**config.mk**
```make
export PLATFORM = sky130hd
export DESIGN_NAME = pscs_sequencer
export DESIGN_NICKNAME = d
export VERILOG_FILES = /design/src/pscs_pkg.sv /design/src/pscs_tick_if.sv /design/src/pscs_tick_gen.sv /design/src/pscs_sequencer.sv
export SDC_FILE = /design/constraint.sdc
export NUM_CORES = 1
export LEC_CHECK = 0
export ABC_AREA = 1
export BUFFER_PORTS_ARGS = -buffer_cell sky130_fd_sc_hd__buf_2
export CORE_ASPECT_RATIO = 0.75
export CORE_UTILIZATION = 45
export DETAILED_ROUTE_END_ITERATION = 7
export SKIP_CTS_REPAIR_TIMING = 1
export SYNTH_ARGS = -nofsm -noshare
export SYNTH_HDL_FRONTEND = slang
export SYNTH_SLANG_ARGS = --single-unit
```
**constraint.sdc**
```tcl
create_clock -name clk -period 2 [get_ports clk]
set_clock_uncertainty 0.15 [all_clocks]
set_input_delay 0 -clock clk [delete_from_list [all_inputs] [get_ports clk]]
set_output_delay 0 -clock clk [all_outputs]
set_load 0.005 [all_outputs]
```
**src/pscs_pkg.sv**
```systemverilog
// Package: constants and types of the periodic self-check sequencer
// Contract
// [RQ1] Timing from 0.976 ms tick counter chain
// [RQ2] Manual or automatic trigger, one common stage
// [RQ3] Strap absent disables automatic trigger path
// [RQ4] Alarms held inactive for whole test
// [RQ5] Mute pulse about six seconds, zeroes outputs
// [RQ6] Manual presses ignored while mute asserted
// [RQ7] Counter pulse clears integrator at start
// [RQ8] Latch-enable strobe fixed time after trigger
// [RQ9] Latch changes only on enable strobe
// [RQ10] On strobe, fail result latches fail
// [RQ11] Threshold reads fail after power-up
// [RQ12] Fail when ramp-top level below limit
// [RQ13] Pass lights lamp, energizes relay; fail not
// [RQ14] Automatic test every 17.1 minutes
// [RQ15] Manual test restarts automatic interval timer
// [RQ16] Test timings are tick-count parameters
package pscs_pkg;
    localparam int unsigned CLK_HZ          = 50_000_000;
    localparam int unsigned TICK_PERIOD_NS  = 976_000;
    localparam int unsigned TICK_CYCLES     = TICK_PERIOD_NS / (1_000_000_000 / CLK_HZ);
    localparam int unsigned MUTE_MS         = 6000;
    localparam int unsigned MUTE_TICKS      = (MUTE_MS * 1000) / 976;
    localparam int unsigned CLEAR_TICKS     = 1;
    localparam int unsigned STROBE_TICKS    = MUTE_TICKS - 2;
    localparam int unsigned AUTO_TENTHS_MIN = 171;
    localparam int unsigned AUTO_TICKS      = (AUTO_TENTHS_MIN * 6000 * 1000) / 976;
    localparam int unsigned CNT_W           = 24;
    localparam int unsigned SYNC_STAGES     = 3;
    localparam logic        RESULT_RESET    = 1'b1;
    typedef enum logic [1:0] {PSCS_IDLE, PSCS_TEST} pscs_state_t;
endpackage : pscs_pkg

```
**src/pscs_tick_if.sv**
```systemverilog
// Interface: tick carried from the tick generator to the sequencer
interface pscs_tick_if;
    logic tick;
    modport gen (output tick);
    modport use_side (input tick);
endinterface : pscs_tick_if

```
**src/pscs_tick_gen.sv**
```systemverilog
// Tick generator: one-cycle pulse every 0.976 ms
module pscs_tick_gen
    import pscs_pkg::*;
#(
    parameter int unsigned TICK_DIV = TICK_CYCLES
) (
    input  wire logic      clk,
    input  wire logic      reset_n,
    pscs_tick_if.gen       tk
);
    logic [CNT_W-1:0] div_q;
    logic [CNT_W-1:0] div_d;
    logic             tick_q;
    logic             tick_d;

    always_comb begin
        tick_d = 1'b0;
        div_d  = div_q + 24'h000001;
        if (div_q >= CNT_W'(TICK_DIV - 1)) begin
            div_d  = 24'h000000;
            tick_d = 1'b1; // RQ1
        end
    end

    always_ff @(posedge clk) begin
        if (!reset_n) begin
            div_q  <= 24'h000000;
            tick_q <= 1'b0;
        end else begin
            div_q  <= div_d;
            tick_q <= tick_d;
        end
    end

    assign tk.tick = tick_q;
endmodule : pscs_tick_gen

```
**src/pscs_sequencer.sv**
```systemverilog
// Top: self-check test sequencer with mute, clear, strobe and pass/fail latch
module pscs_sequencer
    import pscs_pkg::*;
#(
    parameter int unsigned TICK_DIV     = TICK_CYCLES,
    parameter int unsigned MUTE_LEN     = MUTE_TICKS,
    parameter int unsigned CLEAR_LEN    = CLEAR_TICKS,
    parameter int unsigned STROBE_AT    = STROBE_TICKS,
    parameter int unsigned AUTO_PERIOD  = AUTO_TICKS
) (
    input  wire logic clk,
    input  wire logic reset_n,
    input  wire logic test_button,
    input  wire logic auto_test_strap,
    input  wire logic level_below_limit,
    output logic      test_mute,
    output logic      alarm_inhibit,
    output logic      analog_out_zero,
    output logic      ramp_start,
    output logic      integrator_clear,
    output logic      latch_enable,
    output logic      threshold_fail,
    output logic      fail_latched,
    output logic      safe_lamp,
    output logic      fail_relay_energized
);
    pscs_tick_if tk ();

    pscs_tick_gen #(.TICK_DIV(TICK_DIV)) u_tick (
        .clk     (clk),
        .reset_n (reset_n),
        .tk      (tk)
    );

    // Pin synchronisers
    logic [SYNC_STAGES-1:0] btn_sync_q;
    logic [SYNC_STAGES-1:0] btn_sync_d;
    logic [SYNC_STAGES-1:0] strap_sync_q;
    logic [SYNC_STAGES-1:0] strap_sync_d;
    logic [SYNC_STAGES-1:0] lvl_sync_q;
    logic [SYNC_STAGES-1:0] lvl_sync_d;
    logic                   btn_q;
    logic                   btn_d;
    logic                   strap_q;
    logic                   strap_d;
    logic                   lvl_q;
    logic                   lvl_d;

    always_comb begin
        btn_sync_d   = {btn_sync_q[SYNC_STAGES-2:0], test_button};
        strap_sync_d = {strap_sync_q[SYNC_STAGES-2:0], auto_test_strap};
        lvl_sync_d   = {lvl_sync_q[SYNC_STAGES-2:0], level_below_limit};
        btn_d   = (btn_sync_q[1] == btn_sync_q[2]) ? btn_sync_q[2] : btn_q;
        strap_d = (strap_sync_q[1] == strap_sync_q[2]) ? strap_sync_q[2] : strap_q;
        lvl_d   = (lvl_sync_q[1] == lvl_sync_q[2]) ? lvl_sync_q[2] : lvl_q;
    end

    always_ff @(posedge clk) begin
        if (!reset_n) begin
            btn_sync_q   <= 3'h0;
            strap_sync_q <= 3'h0;
            lvl_sync_q   <= 3'h0;
            btn_q        <= 1'b0;
            strap_q      <= 1'b0;
            lvl_q        <= 1'b0;
        end else begin
            btn_sync_q   <= btn_sync_d;
            strap_sync_q <= strap_sync_d;
            lvl_sync_q   <= lvl_sync_d;
            btn_q        <= btn_d;
            strap_q      <= strap_d;
            lvl_q        <= lvl_d;
        end
    end

    // Trigger stage: manual edge or automatic interval, one common path
    pscs_state_t      state_q;
    logic [CNT_W-1:0] auto_cnt_q;
    logic [CNT_W-1:0] auto_cnt_d;
    logic             btn_prev_q;
    logic             btn_prev_d;
    logic             manual_trig;
    logic             auto_trig;
    logic             trigger;

    always_comb begin
        manual_trig = btn_q && !btn_prev_q && (state_q == PSCS_IDLE); // RQ6
        auto_trig   = strap_q && tk.tick
                      && (auto_cnt_q >= CNT_W'(AUTO_PERIOD - 1)); // RQ3 RQ14
        trigger     = (manual_trig || auto_trig) && (state_q == PSCS_IDLE); // RQ2
        btn_prev_d  = btn_q;
        auto_cnt_d  = auto_cnt_q;
        // Interval restarts from zero after every test and while the strap is out
        if (trigger || !strap_q) begin
            auto_cnt_d = 24'h000000; // RQ15
        end else if (tk.tick && state_q == PSCS_IDLE) begin
            auto_cnt_d = auto_cnt_q + 24'h000001; // RQ1
        end
    end

    always_ff @(posedge clk) begin
        if (!reset_n) begin
            auto_cnt_q <= 24'h000000;
            btn_prev_q <= 1'b1;
        end else begin
            auto_cnt_q <= auto_cnt_d;
            btn_prev_q <= btn_prev_d;
        end
    end

    // Sequence counter and one-shots: mute window, integrator clear, strobe
    pscs_state_t      state_d;
    logic [CNT_W-1:0] seq_cnt_q;
    logic [CNT_W-1:0] seq_cnt_d;
    logic [CNT_W-1:0] seq_next;
    logic             ramp_q;
    logic             ramp_d;
    logic             clear_q;
    logic             clear_d;
    logic             strobe_q;
    logic             strobe_d;

    always_comb begin
        seq_next  = seq_cnt_q + 24'h000001;
        state_d   = state_q;
        seq_cnt_d = seq_cnt_q;
        ramp_d    = trigger;
        clear_d   = clear_q;
        strobe_d  = 1'b0;
        case (state_q)
            PSCS_IDLE: begin
                if (trigger) begin
                    state_d   = PSCS_TEST;
                    seq_cnt_d = 24'h000000;
                    clear_d   = 1'b1; // RQ7
                end
            end
            PSCS_TEST: begin
                // First tick of a manual test may be partial: a manual trigger is not tick-aligned
                if (tk.tick) begin
                    seq_cnt_d = seq_next; // RQ1 RQ16
                    if (seq_next >= CNT_W'(CLEAR_LEN)) begin
                        clear_d = 1'b0; // RQ7
                    end
                    if (seq_next == CNT_W'(STROBE_AT)) begin
                        strobe_d = 1'b1; // RQ8
                    end
                    if (seq_next >= CNT_W'(MUTE_LEN)) begin
                        state_d = PSCS_IDLE; // RQ5
                        clear_d = 1'b0;
                    end
                end
            end
            default: begin
                state_d = PSCS_IDLE;
            end
        endcase
    end

    always_ff @(posedge clk) begin
        if (!reset_n) begin
            state_q   <= PSCS_IDLE;
            seq_cnt_q <= 24'h000000;
            ramp_q    <= 1'b0;
            clear_q   <= 1'b0;
            strobe_q  <= 1'b0;
        end else begin
            state_q   <= state_d;
            seq_cnt_q <= seq_cnt_d;
            ramp_q    <= ramp_d;
            clear_q   <= clear_d;
            strobe_q  <= strobe_d;
        end
    end

    // Threshold result and pass/fail latch
    logic             result_q;
    logic             result_d;
    logic             latch_q;
    logic             latch_d;

    always_comb begin
        result_d = result_q;
        latch_d  = latch_q;
        // Clear beats the level so a fail from the last test cannot carry over
        if (state_q == PSCS_TEST) begin
            if (clear_q) begin
                result_d = 1'b0; // RQ7
            end else if (lvl_q) begin
                result_d = 1'b1; // RQ12
            end
        end
        if (strobe_q) begin
            latch_d = result_q; // RQ9 RQ10
        end
    end

    always_ff @(posedge clk) begin
        if (!reset_n) begin
            result_q <= RESULT_RESET; // RQ11
            latch_q  <= 1'b0;
        end else begin
            result_q <= result_d;
            latch_q  <= latch_d;
        end
    end

    // Mute is the test-running state itself
    always_comb begin
        test_mute            = (state_q == PSCS_TEST); // RQ5
        alarm_inhibit        = (state_q == PSCS_TEST); // RQ4
        analog_out_zero      = (state_q == PSCS_TEST); // RQ5
        ramp_start           = ramp_q;
        integrator_clear     = clear_q;
        latch_enable         = strobe_q;
        threshold_fail       = result_q;
        fail_latched         = latch_q;
        safe_lamp            = !latch_q; // RQ13
        fail_relay_energized = !latch_q; // RQ13
    end
endmodule : pscs_sequencer

```
* After elaboration in Yosys (flattened, before gate mapping)
Cells that the tools add are included.
Storage, ports and cells: output and inout bits 10, bits in registers 93
Operators by class: reduce and logical (&&, ||, !) cells 21, equal/unequal tests 9, magnitude comparators 4, add/sub/neg operators 3, mux-type cells 16, bitwise logic cells 1
Operator list (number):
- $add A24 B1 Y24 const B | 3
- $mux W24 | 2
- $pmux W24 S2 | 1
- $eq A24 B13 Y1 const B | 1
- $ge A24 B1 Y1 const B | 1
- $ge A24 B13 Y1 const B | 1
- $ge A24 B16 Y1 const B | 1
- $ge A24 B21 Y1 const B | 1
- $reduce_and A3 Y1 | 3
- $mux W1 | 8
- $logic_and A1 B1 Y1 | 6
- $mux W2 | 3
- $ne A2 B1 Y1 const B | 2
- $pmux W2 S2 | 1
- $reduce_and A4 Y1 | 1
- $reduce_bool A2 Y1 | 2
- $reduce_or A2 Y1 | 2
- $eq A1 B1 Y1 | 3
- $logic_not A1 Y1 | 3
- $ne A3 B1 Y1 const B | 1
- $eq A2 B1 Y1 const B | 1
- $logic_not A2 Y1 | 1
- $logic_or A1 B1 Y1 | 2
- $ne A2 B2 Y1 const B | 1
- other kinds (3) | 3

* Longest topological paths before layout
Gate-level depths: netlist of the first run.
depth in word-level cells 7, depth in mapped cells 17, depth with buffers taken out 17

* By module
From an unflattened synthesis of the first run, not the netlist that was laid out.
Second synthesis, totals: cells, all modules 690, area, all modules 4805.9 um2
Modules (own cells, without submodules):
- pscs_sequencer | instances 1, cells an instance 547, area an instance 3679.8 um2
- pscs_tick_gen | instances 1, cells an instance 143, area an instance 1126.1 um2

* Worst setup path after synthesis of the first run
OpenSTA, ideal clock, no wires.
path kind register to register, from reg seq_cnt_q[1], to reg clear_q (netlist: integrator_clear), clock period less this slack 2.131 ns, stages on the path, launching flop included 17, library setup time 0.114 ns, arrival time 1.867 ns, path slack -0.131 ns, buffers on the path 0, required time 1.736 ns, cells stage by stage dfxtp_1 ha_1 nand2_1 nor2_4 nand2_2 nor2_2 nand2_1 nand2_1 nand2_1 nor2_1 nand2_1 nor2_1 nand3_1 nand3_1 nand2_1 nand2_1 nor2_1
Between the ends: word-level cells in the longest chain between the ends 5
RTL lines:
- start: declaration | line pscs_sequencer.sv:113 | logic [CNT_W-1:0] seq_cnt_q;
- start signal: assignment | line pscs_sequencer.sv:169 | seq_cnt_q <= seq_cnt_d;
- $add A24 B1 Y24 * | line pscs_sequencer.sv:124 | seq_next = seq_cnt_q + 24'h000001;
- $ge A24 B13 Y1 | line pscs_sequencer.sv:148 | if (seq_next >= CNT_W'(MUTE_LEN)) begin
- $mux W1 | line pscs_sequencer.sv:148
- $mux W1 | line pscs_sequencer.sv:140 | if (tk.tick) begin
- $pmux W1 S2 | line pscs_sequencer.sv:130 | case (state_q)
- end signal: assignment | line pscs_sequencer.sv:171 | clear_q <= clear_d;
- end: declaration | line pscs_sequencer.sv:118 | logic clear_q;
Mark *: on every way between the ends. The rest lies on a longest branch, timed or not. The select of a mux whose other input is x is not followed. A chain may end at the register's enable or synchronous reset.

* Worst setup path in the final report of the first run
Ends and elaborated chain as after synthesis.

==> reports/results.txt, run 1 <==
crit path launch type: flop
critical path endpoint category: flop
Mapped Area: 4600 um^2
crit path cell chain: ha_4, nand2_2, nor2_4, buf_4, nand2_1, nand3_2, nor2_2, buf_4, nand4_1, nand2_1, inv_1, nand2_1, nor2_2, nand3_2, nand2_1, nand2_1, nor2_1
layout cell share with drive strength beyond 1: 0.316
EDFF count, synth: 0
Fin. Hold Viols: 0
Fmax: 455 MHz
Slew headroom: 0.613
status: finished, violations left
Logic pwr share: 0.018
CP Class: flop to flop
Post-DP HPWL: 8530 um
Routed WL per cell: 13.1 um
Seq pwr share: 0.516
DRC Markers: 0
port buffer count: 14
critical path's top delay family: simple AND/OR/NAND/NOR gates
Core ar.: 9810 um^2
Non-Filler Instances: 922
R2R Setup Slk: -0.20 ns
CTS H-tree depth: 3
vias per cell: 4.95
final WL: 12,100 um
final worst-path cycle share: 1.10
Crit path top cell by count: nand2_1
Die H: 89.6 um
HP Class: input port to flop
setup violators final: 3
# fillers: 859
internal power: 2.74 mW
synth unique cells: 42
ys flop type: dfxtp_1
clock slew at reported path FFs: 0.07 ns
Pins Over Slew Limit: 0
Critical path buffers and inverters: 3
Setup TNS Final: -0.440 ns
Placer Congestion: 0.899
Syn Inst Count: 664
Bufs on Longest Clock Path: 2
largest net degree at the start of global routing: 28
first-pass detailed-route iteration total: 5
Largest stage delay, worst path: 0.38 ns
worst-margin pin slew: 0.578 ns
Clock Root Buffer: clkbuf_16
Net Sw Frac: 0.234
FP Rows: 31
cell leakage power: 2.51 nW
# diodes: 0
CTS Buf Count: 9
arrival time worst endpoint: 2.33 ns
NetSw: 0.841 mW
final core occ: 0.637
Design Power: 3.59 mW
Setup WS pre-CTS: -0.209 ns
Worst Slack Setup Final: -0.196 ns
Worst VDD drop: 0.517 mV
total of max-cap violations: 0
Initial Util: 0.469
CTS sink count: 92
CTS tree: built
antenna violations before repair: 0
via count: 4,568
Worst-Skew Late Latency: 0.34 ns
die area: 10,600 um^2
GRT overflow: 0
Clk pwr share: 0.465
Final ANT Viol Nets: 0
first-pass GRT wire length: 18,500 um
IO Pins: 15
crit path max-delay cell type: dfxtp_4
PwrDens: 574 nW/um^2
minimum clock period: 2.20 ns
vias in the first global route: 4,002
Seq cells post-synth: 92
Cells after DPL: 888
Avg Cell Area, Syn: 6.93 um^2
FFs w/ async S/R, synth: 0
CP required: 2.13 ns
sequential share of the synthesized area: 0.400
total track usage: 0.223
Synth warnings: 0
area grow syn2layout: 35.8%
nets@finish: 797
failing checks: negative setup slack
DRT iter0 DRCs: 349
critical path peak fanout: 5
unrepaired setup endpoints after global routing: yes
Die X: 119 um
## registers in the layout, summed over array words and instances (netlist names), 3 cells and up
| register | count |
|---|---|
| auto_cnt_q | 24 |
| seq_cnt_q | 24 |
| u_tick.div_q | 24 |
| btn_sync_q | 3 |
| lvl_sync_q | 3 |
| strap_sync_q | 3 |
## tightest hold or removal path, cell delays in order
cell,delay (ns)
dlygate4sd3_1,0.52
buf_2,0.10
nand2_1,0.05
inv_1,0.04
## cell type report
class	count	area [um^2]	area share
multi-input combinational	482	2710	0.434
sequential	92	1870	0.299
timing repair buffer	121	912	0.146
inverter	79	297	0.0474
clock buffer	9	225	0.0360
tap	132	165	0.0264
clock inverter	7	68.8	0.0110
## power by group through the flow
stage | clock [mW] | sequential, mW | combinational [mW]
after floorplan | 0 | 1.90 | 0.0297
after global placement | 0 | 1.90 | 0.0516
after detailed placement | 0 | 1.90 | 0.0523
after CTS | 1.71 | 1.86 | 0.0523
after global routing | 1.78 | 1.85 | 0.0735
final | 1.67 | 1.85 | 0.0659
## cell usage in the layout (no fill, tap or decap), types with 7 or more instances in the layout
cell type | Yosys | layout
nand3_1 | 62 | 49
nand4_1 | 7 | 7
nand2_1 | 163 | 155
clkbuf_16 | 0 | 9
o21ai_0 | 12 | 11
inv_1 | 72 | 66
nand2_2 | 11 | 16
buf_2 | 4 | 14
inv_2 | 6 | 13
nor2_4 | 8 | 17
a21oi_1 | 49 | 47
nor3_1 | 13 | 9
nor2_2 | 12 | 19
nor2_1 | 78 | 62
dfxtp_1 | 92 | 78
conb_1 | 1 | 8
nand3_2 | 1 | 12
buf_4 | 5 | 97
dfxtp_2 | 0 | 10
xor2_1 | 11 | 11
## per-layer routing
metal,GRT usage,part of all wire
met1,0.305,0.48
met2,0.363,0.45
met3,0.0499,0.067
met4,0.0529,0.011
met5,0,0
## per-stage QoR
stage	hold WS, ns	cell area (um^2)
final	0.234	6250
after global routing	0.277	6250
after CTS	-0.305	5760
after detailed placement	0.0533	5460
after global placement	0.0450	5460
after floorplan	-0.0524	4640
## logic make-up after synthesis
family / synth area share
adder cells (fa/ha/maj): 0.0234
AO/OA/AOI/OAI: 0.0802
buffers and inverters: 0.0859
flip-flops: 0.400
other: 0.000815
XOR/XNOR: 0.0323
AND/OR/NAND/NOR: 0.377
## Yosys cell counts (2+ instances only)
| cell type | count | share of area |
|---|---|---|
| nand2_1 | 163 | 0.13 |
| dfxtp_1 | 92 | 0.40 |
| nor2_1 | 78 | 0.064 |
| inv_1 | 72 | 0.059 |
| nand3_1 | 62 | 0.067 |
| a21oi_1 | 49 | 0.053 |
| nor3_1 | 13 | 0.014 |
| nor2_2 | 12 | 0.016 |
| o21ai_0 | 12 | 0.013 |
| nand2_2 | 11 | 0.015 |
| xor2_1 | 11 | 0.021 |
| nor2_4 | 8 | 0.020 |
| ha_1 | 7 | 0.019 |
| nand4_1 | 7 | 0.0095 |
| clkbuf_1 | 6 | 0.0049 |
| inv_2 | 6 | 0.0049 |
| nor4_1 | 6 | 0.0082 |
| or2_2 | 6 | 0.0082 |
| xnor2_1 | 6 | 0.011 |
| buf_4 | 5 | 0.0082 |
| buf_2 | 4 | 0.0043 |
| nand3b_1 | 3 | 0.0049 |
| and2_1 | 2 | 0.0027 |
| buf_1 | 2 | 0.0016 |
| maj3_1 | 2 | 0.0043 |
| nor3b_1 | 2 | 0.0033 |
| o21a_1 | 2 | 0.0033 |
## path summary, 6_finish.rpt
| check | cells past startpoint | endpoint | startpoint |
|---|---|---|---|
| max | 17 | integrator_clear | seq_cnt_q[1] |
| min | 4 | btn_sync_q[0] | test_button |
| max reg2reg | 17 | integrator_clear | seq_cnt_q[1] |
| min reg2reg | 2 | btn_sync_q[1] | btn_sync_q[0] |
Power figures use the tool's default switching activity.
==> inputs of run 2 (changes only) <==
- CAP_MARGIN: not set -> 5
- CORE_UTILIZATION: 45 -> 32
- PLACE_DENSITY: not set -> 0.52
==> run 2 against run 1 <==
Effect of this change: the flow still finishes with violations (negative setup slack); total power rose by 0.79%; global-route usage decreased by 6.0 points; non-clock buffer count up 20; largest cell class unchanged.
==> reports/results.txt, run 2 (same netlist as run 1, synthesis figures left out) <==
Seq pwr share: 0.513
RR Startpoint: seq_cnt_q[1]
hold_ws: 0.228 ns
Worst Slack Setup Final: -0.196 ns
nets@finish: 817
Metal-1 WL: 6210 um
DRT iter0 DRCs: 293
antenna violations before repair: 0
DRC Markers: 0
CTS H-tree depth: 3
Core ar.: 13,900 um^2
HP Class: input port to flop
vias per cell: 4.66
first-pass detailed-route iteration total: 5
cell leakage power: 2.60 nW
largest net degree at the start of global routing: 28
CTS sink count: 92
DR top layer: met4
met2 routed WL: 5630 um
first-pass GRT wire length: 19,300 um
Clock Root Buffer: clkbuf_16
R2R Setup Slk: -0.20 ns
area grow syn2layout: 41.2%
CP Class: flop to flop
minimum clock period: 2.20 ns
end of the critical path: integrator_clear
port buffer count: 14
Worst-Skew Late Latency: 0.35 ns
unrepaired setup endpoints after global routing: yes
most frequent cells in the layout: 151 x nand2_1, 116 x buf_4, 79 x dfxtp_1
Die X: 140 um
R2R Path End: integrator_clear
Initial Util: 0.331
setup violators final: 11
Setup WS pre-CTS: -0.295 ns
R2R depth: 16
Final ANT Viol Nets: 0
critical path endpoint category: flop
die area: 14,900 um^2
GRT overflow: 0
Die H: 106 um
PwrDens: 556 nW/um^2
detailed route wirelength on metal3: 336 um
CP required: 2.10 ns
Design Power: 3.61 mW
Logic pwr share: 0.017
total of max-cap violations: 0
crit path launch type: flop
commonest non-fill, non-tap cell in the layout: nand2_1
Fin. Hold Viols: 0
clock slew at reported path FFs: 0.07 ns
Bufs on Longest Clock Path: 2
failing checks: negative setup slack
total track usage: 0.163
crit path max-delay cell type: dfxtp_4
FP Rows: 37
Largest stage delay, worst path: 0.39 ns
arrival time worst endpoint: 2.29 ns
final worst-path cycle share: 1.10
Worst VDD drop: 0.376 mV
# diodes: 0
CTS tree: built
top flop regs: auto_cnt_q: 24 flops, seq_cnt_q: 24 flops, u_tick.div_q: 24 flops
status: finished, violations left
internal power: 2.75 mW
crit path cell chain: ha_4, nand2_4, nor2_4, nand2_2, nor2_4, nand2_1, nand2_1, nand2_1, nor2_2, nand2_2, inv_2, nand2_2, nor2_4, nand3_2, a21oi_2, nor2_1
via count: 4,587
Post-DP HPWL: 8640 um
Pins Over Slew Limit: 0
Routed WL per cell: 12.5 um
vias in the first global route: 4,090
Fmax: 455 MHz
CP startpoint: seq_cnt_q[1]
IO Pins: 15
CTS Buf Count: 9
critical path peak fanout: 5
final WL: 12,300 um
layout cell share with drive strength beyond 1: 0.348
Net Sw Frac: 0.239
Placer Congestion: 0.847
Clk pwr share: 0.470
NetSw: 0.863 mW
==> run 2: cell types whose count changed in the layout (fill, tap and decap cells not counted), moves of 3 or more <==
cell	previous run	this run
buf_4	97	116
nand2_2	16	20
nor2_1	62	58
nand2_1	155	151
nor4_2	2	5
==> run 2: layout make-up <==
type	instances	area [um^2]
Clock inverter	7	68.8
Tap cell	175	219
Clock buffer	9	225
Timing Repair Buffer	141	1080
Fill cell	1399	7390
Sequential cell	92	1860
Multi-Input combinational cell	482	2750
Inverter	79	299
==> run 2: metrics by stage <==
step / cell area (um^2) / utilization / cells / TNS [ns]
floorplan: 4640 / - / 671 / 0
global placement: 5650 / 0.407 / 949 / -1.51
detailed placement: 5650 / 0.407 / 949 / -1.91
CTS: 5940 / 0.428 / 965 / -2.41
global route: 6500 / 0.468 / 985 / -2.94
finish: 6500 / 0.468 / 985 / -1.21
==> run 2: worst min path at each step <==
stage | end | from | cells past startpoint | slack (ns)
CTS | strap_sync_q[0] | auto_test_strap | 3 | -0.32
floorplan | btn_sync_q[0] | test_button | 2 | -0.05
global route | btn_sync_q[0] | test_button | 4 | 0.25
global placement | lvl_sync_q[0] | level_below_limit | 3 | 0.04
detailed placement | strap_sync_q[0] | auto_test_strap | 3 | 0.04
finish | btn_sync_q[0] | test_button | 4 | 0.23
==> run 2: worst max-delay path, delay by kind of cell, from the launching register on <==
kind                       cells  cell delay (ns)
and+or+nand+nor               13             1.15
DFF                            1             0.39
adders and majority gates      1             0.20
AOI/OAI and AO/OA              1             0.13
buffers and inverters          1             0.06
==> run 2: power groups by stage <==
stage	clock, mW	combinational [mW]	sequential [mW]
detailed placement	0	0.0514	1.90
global placement	0	0.0508	1.90
CTS	1.74	0.0514	1.85
global route	1.82	0.0699	1.86
floorplan	0	0.0297	1.90
finish	1.70	0.0630	1.85
==> run 2: metal layers <==
layer | global-route usage | up-vias
met4 | 0.0466 | 0
met5 | 0 | -
met3 | 0.0286 | 8
met1 | 0.232 | 2125
met2 | 0.252 | 62
li1 | - | 2392
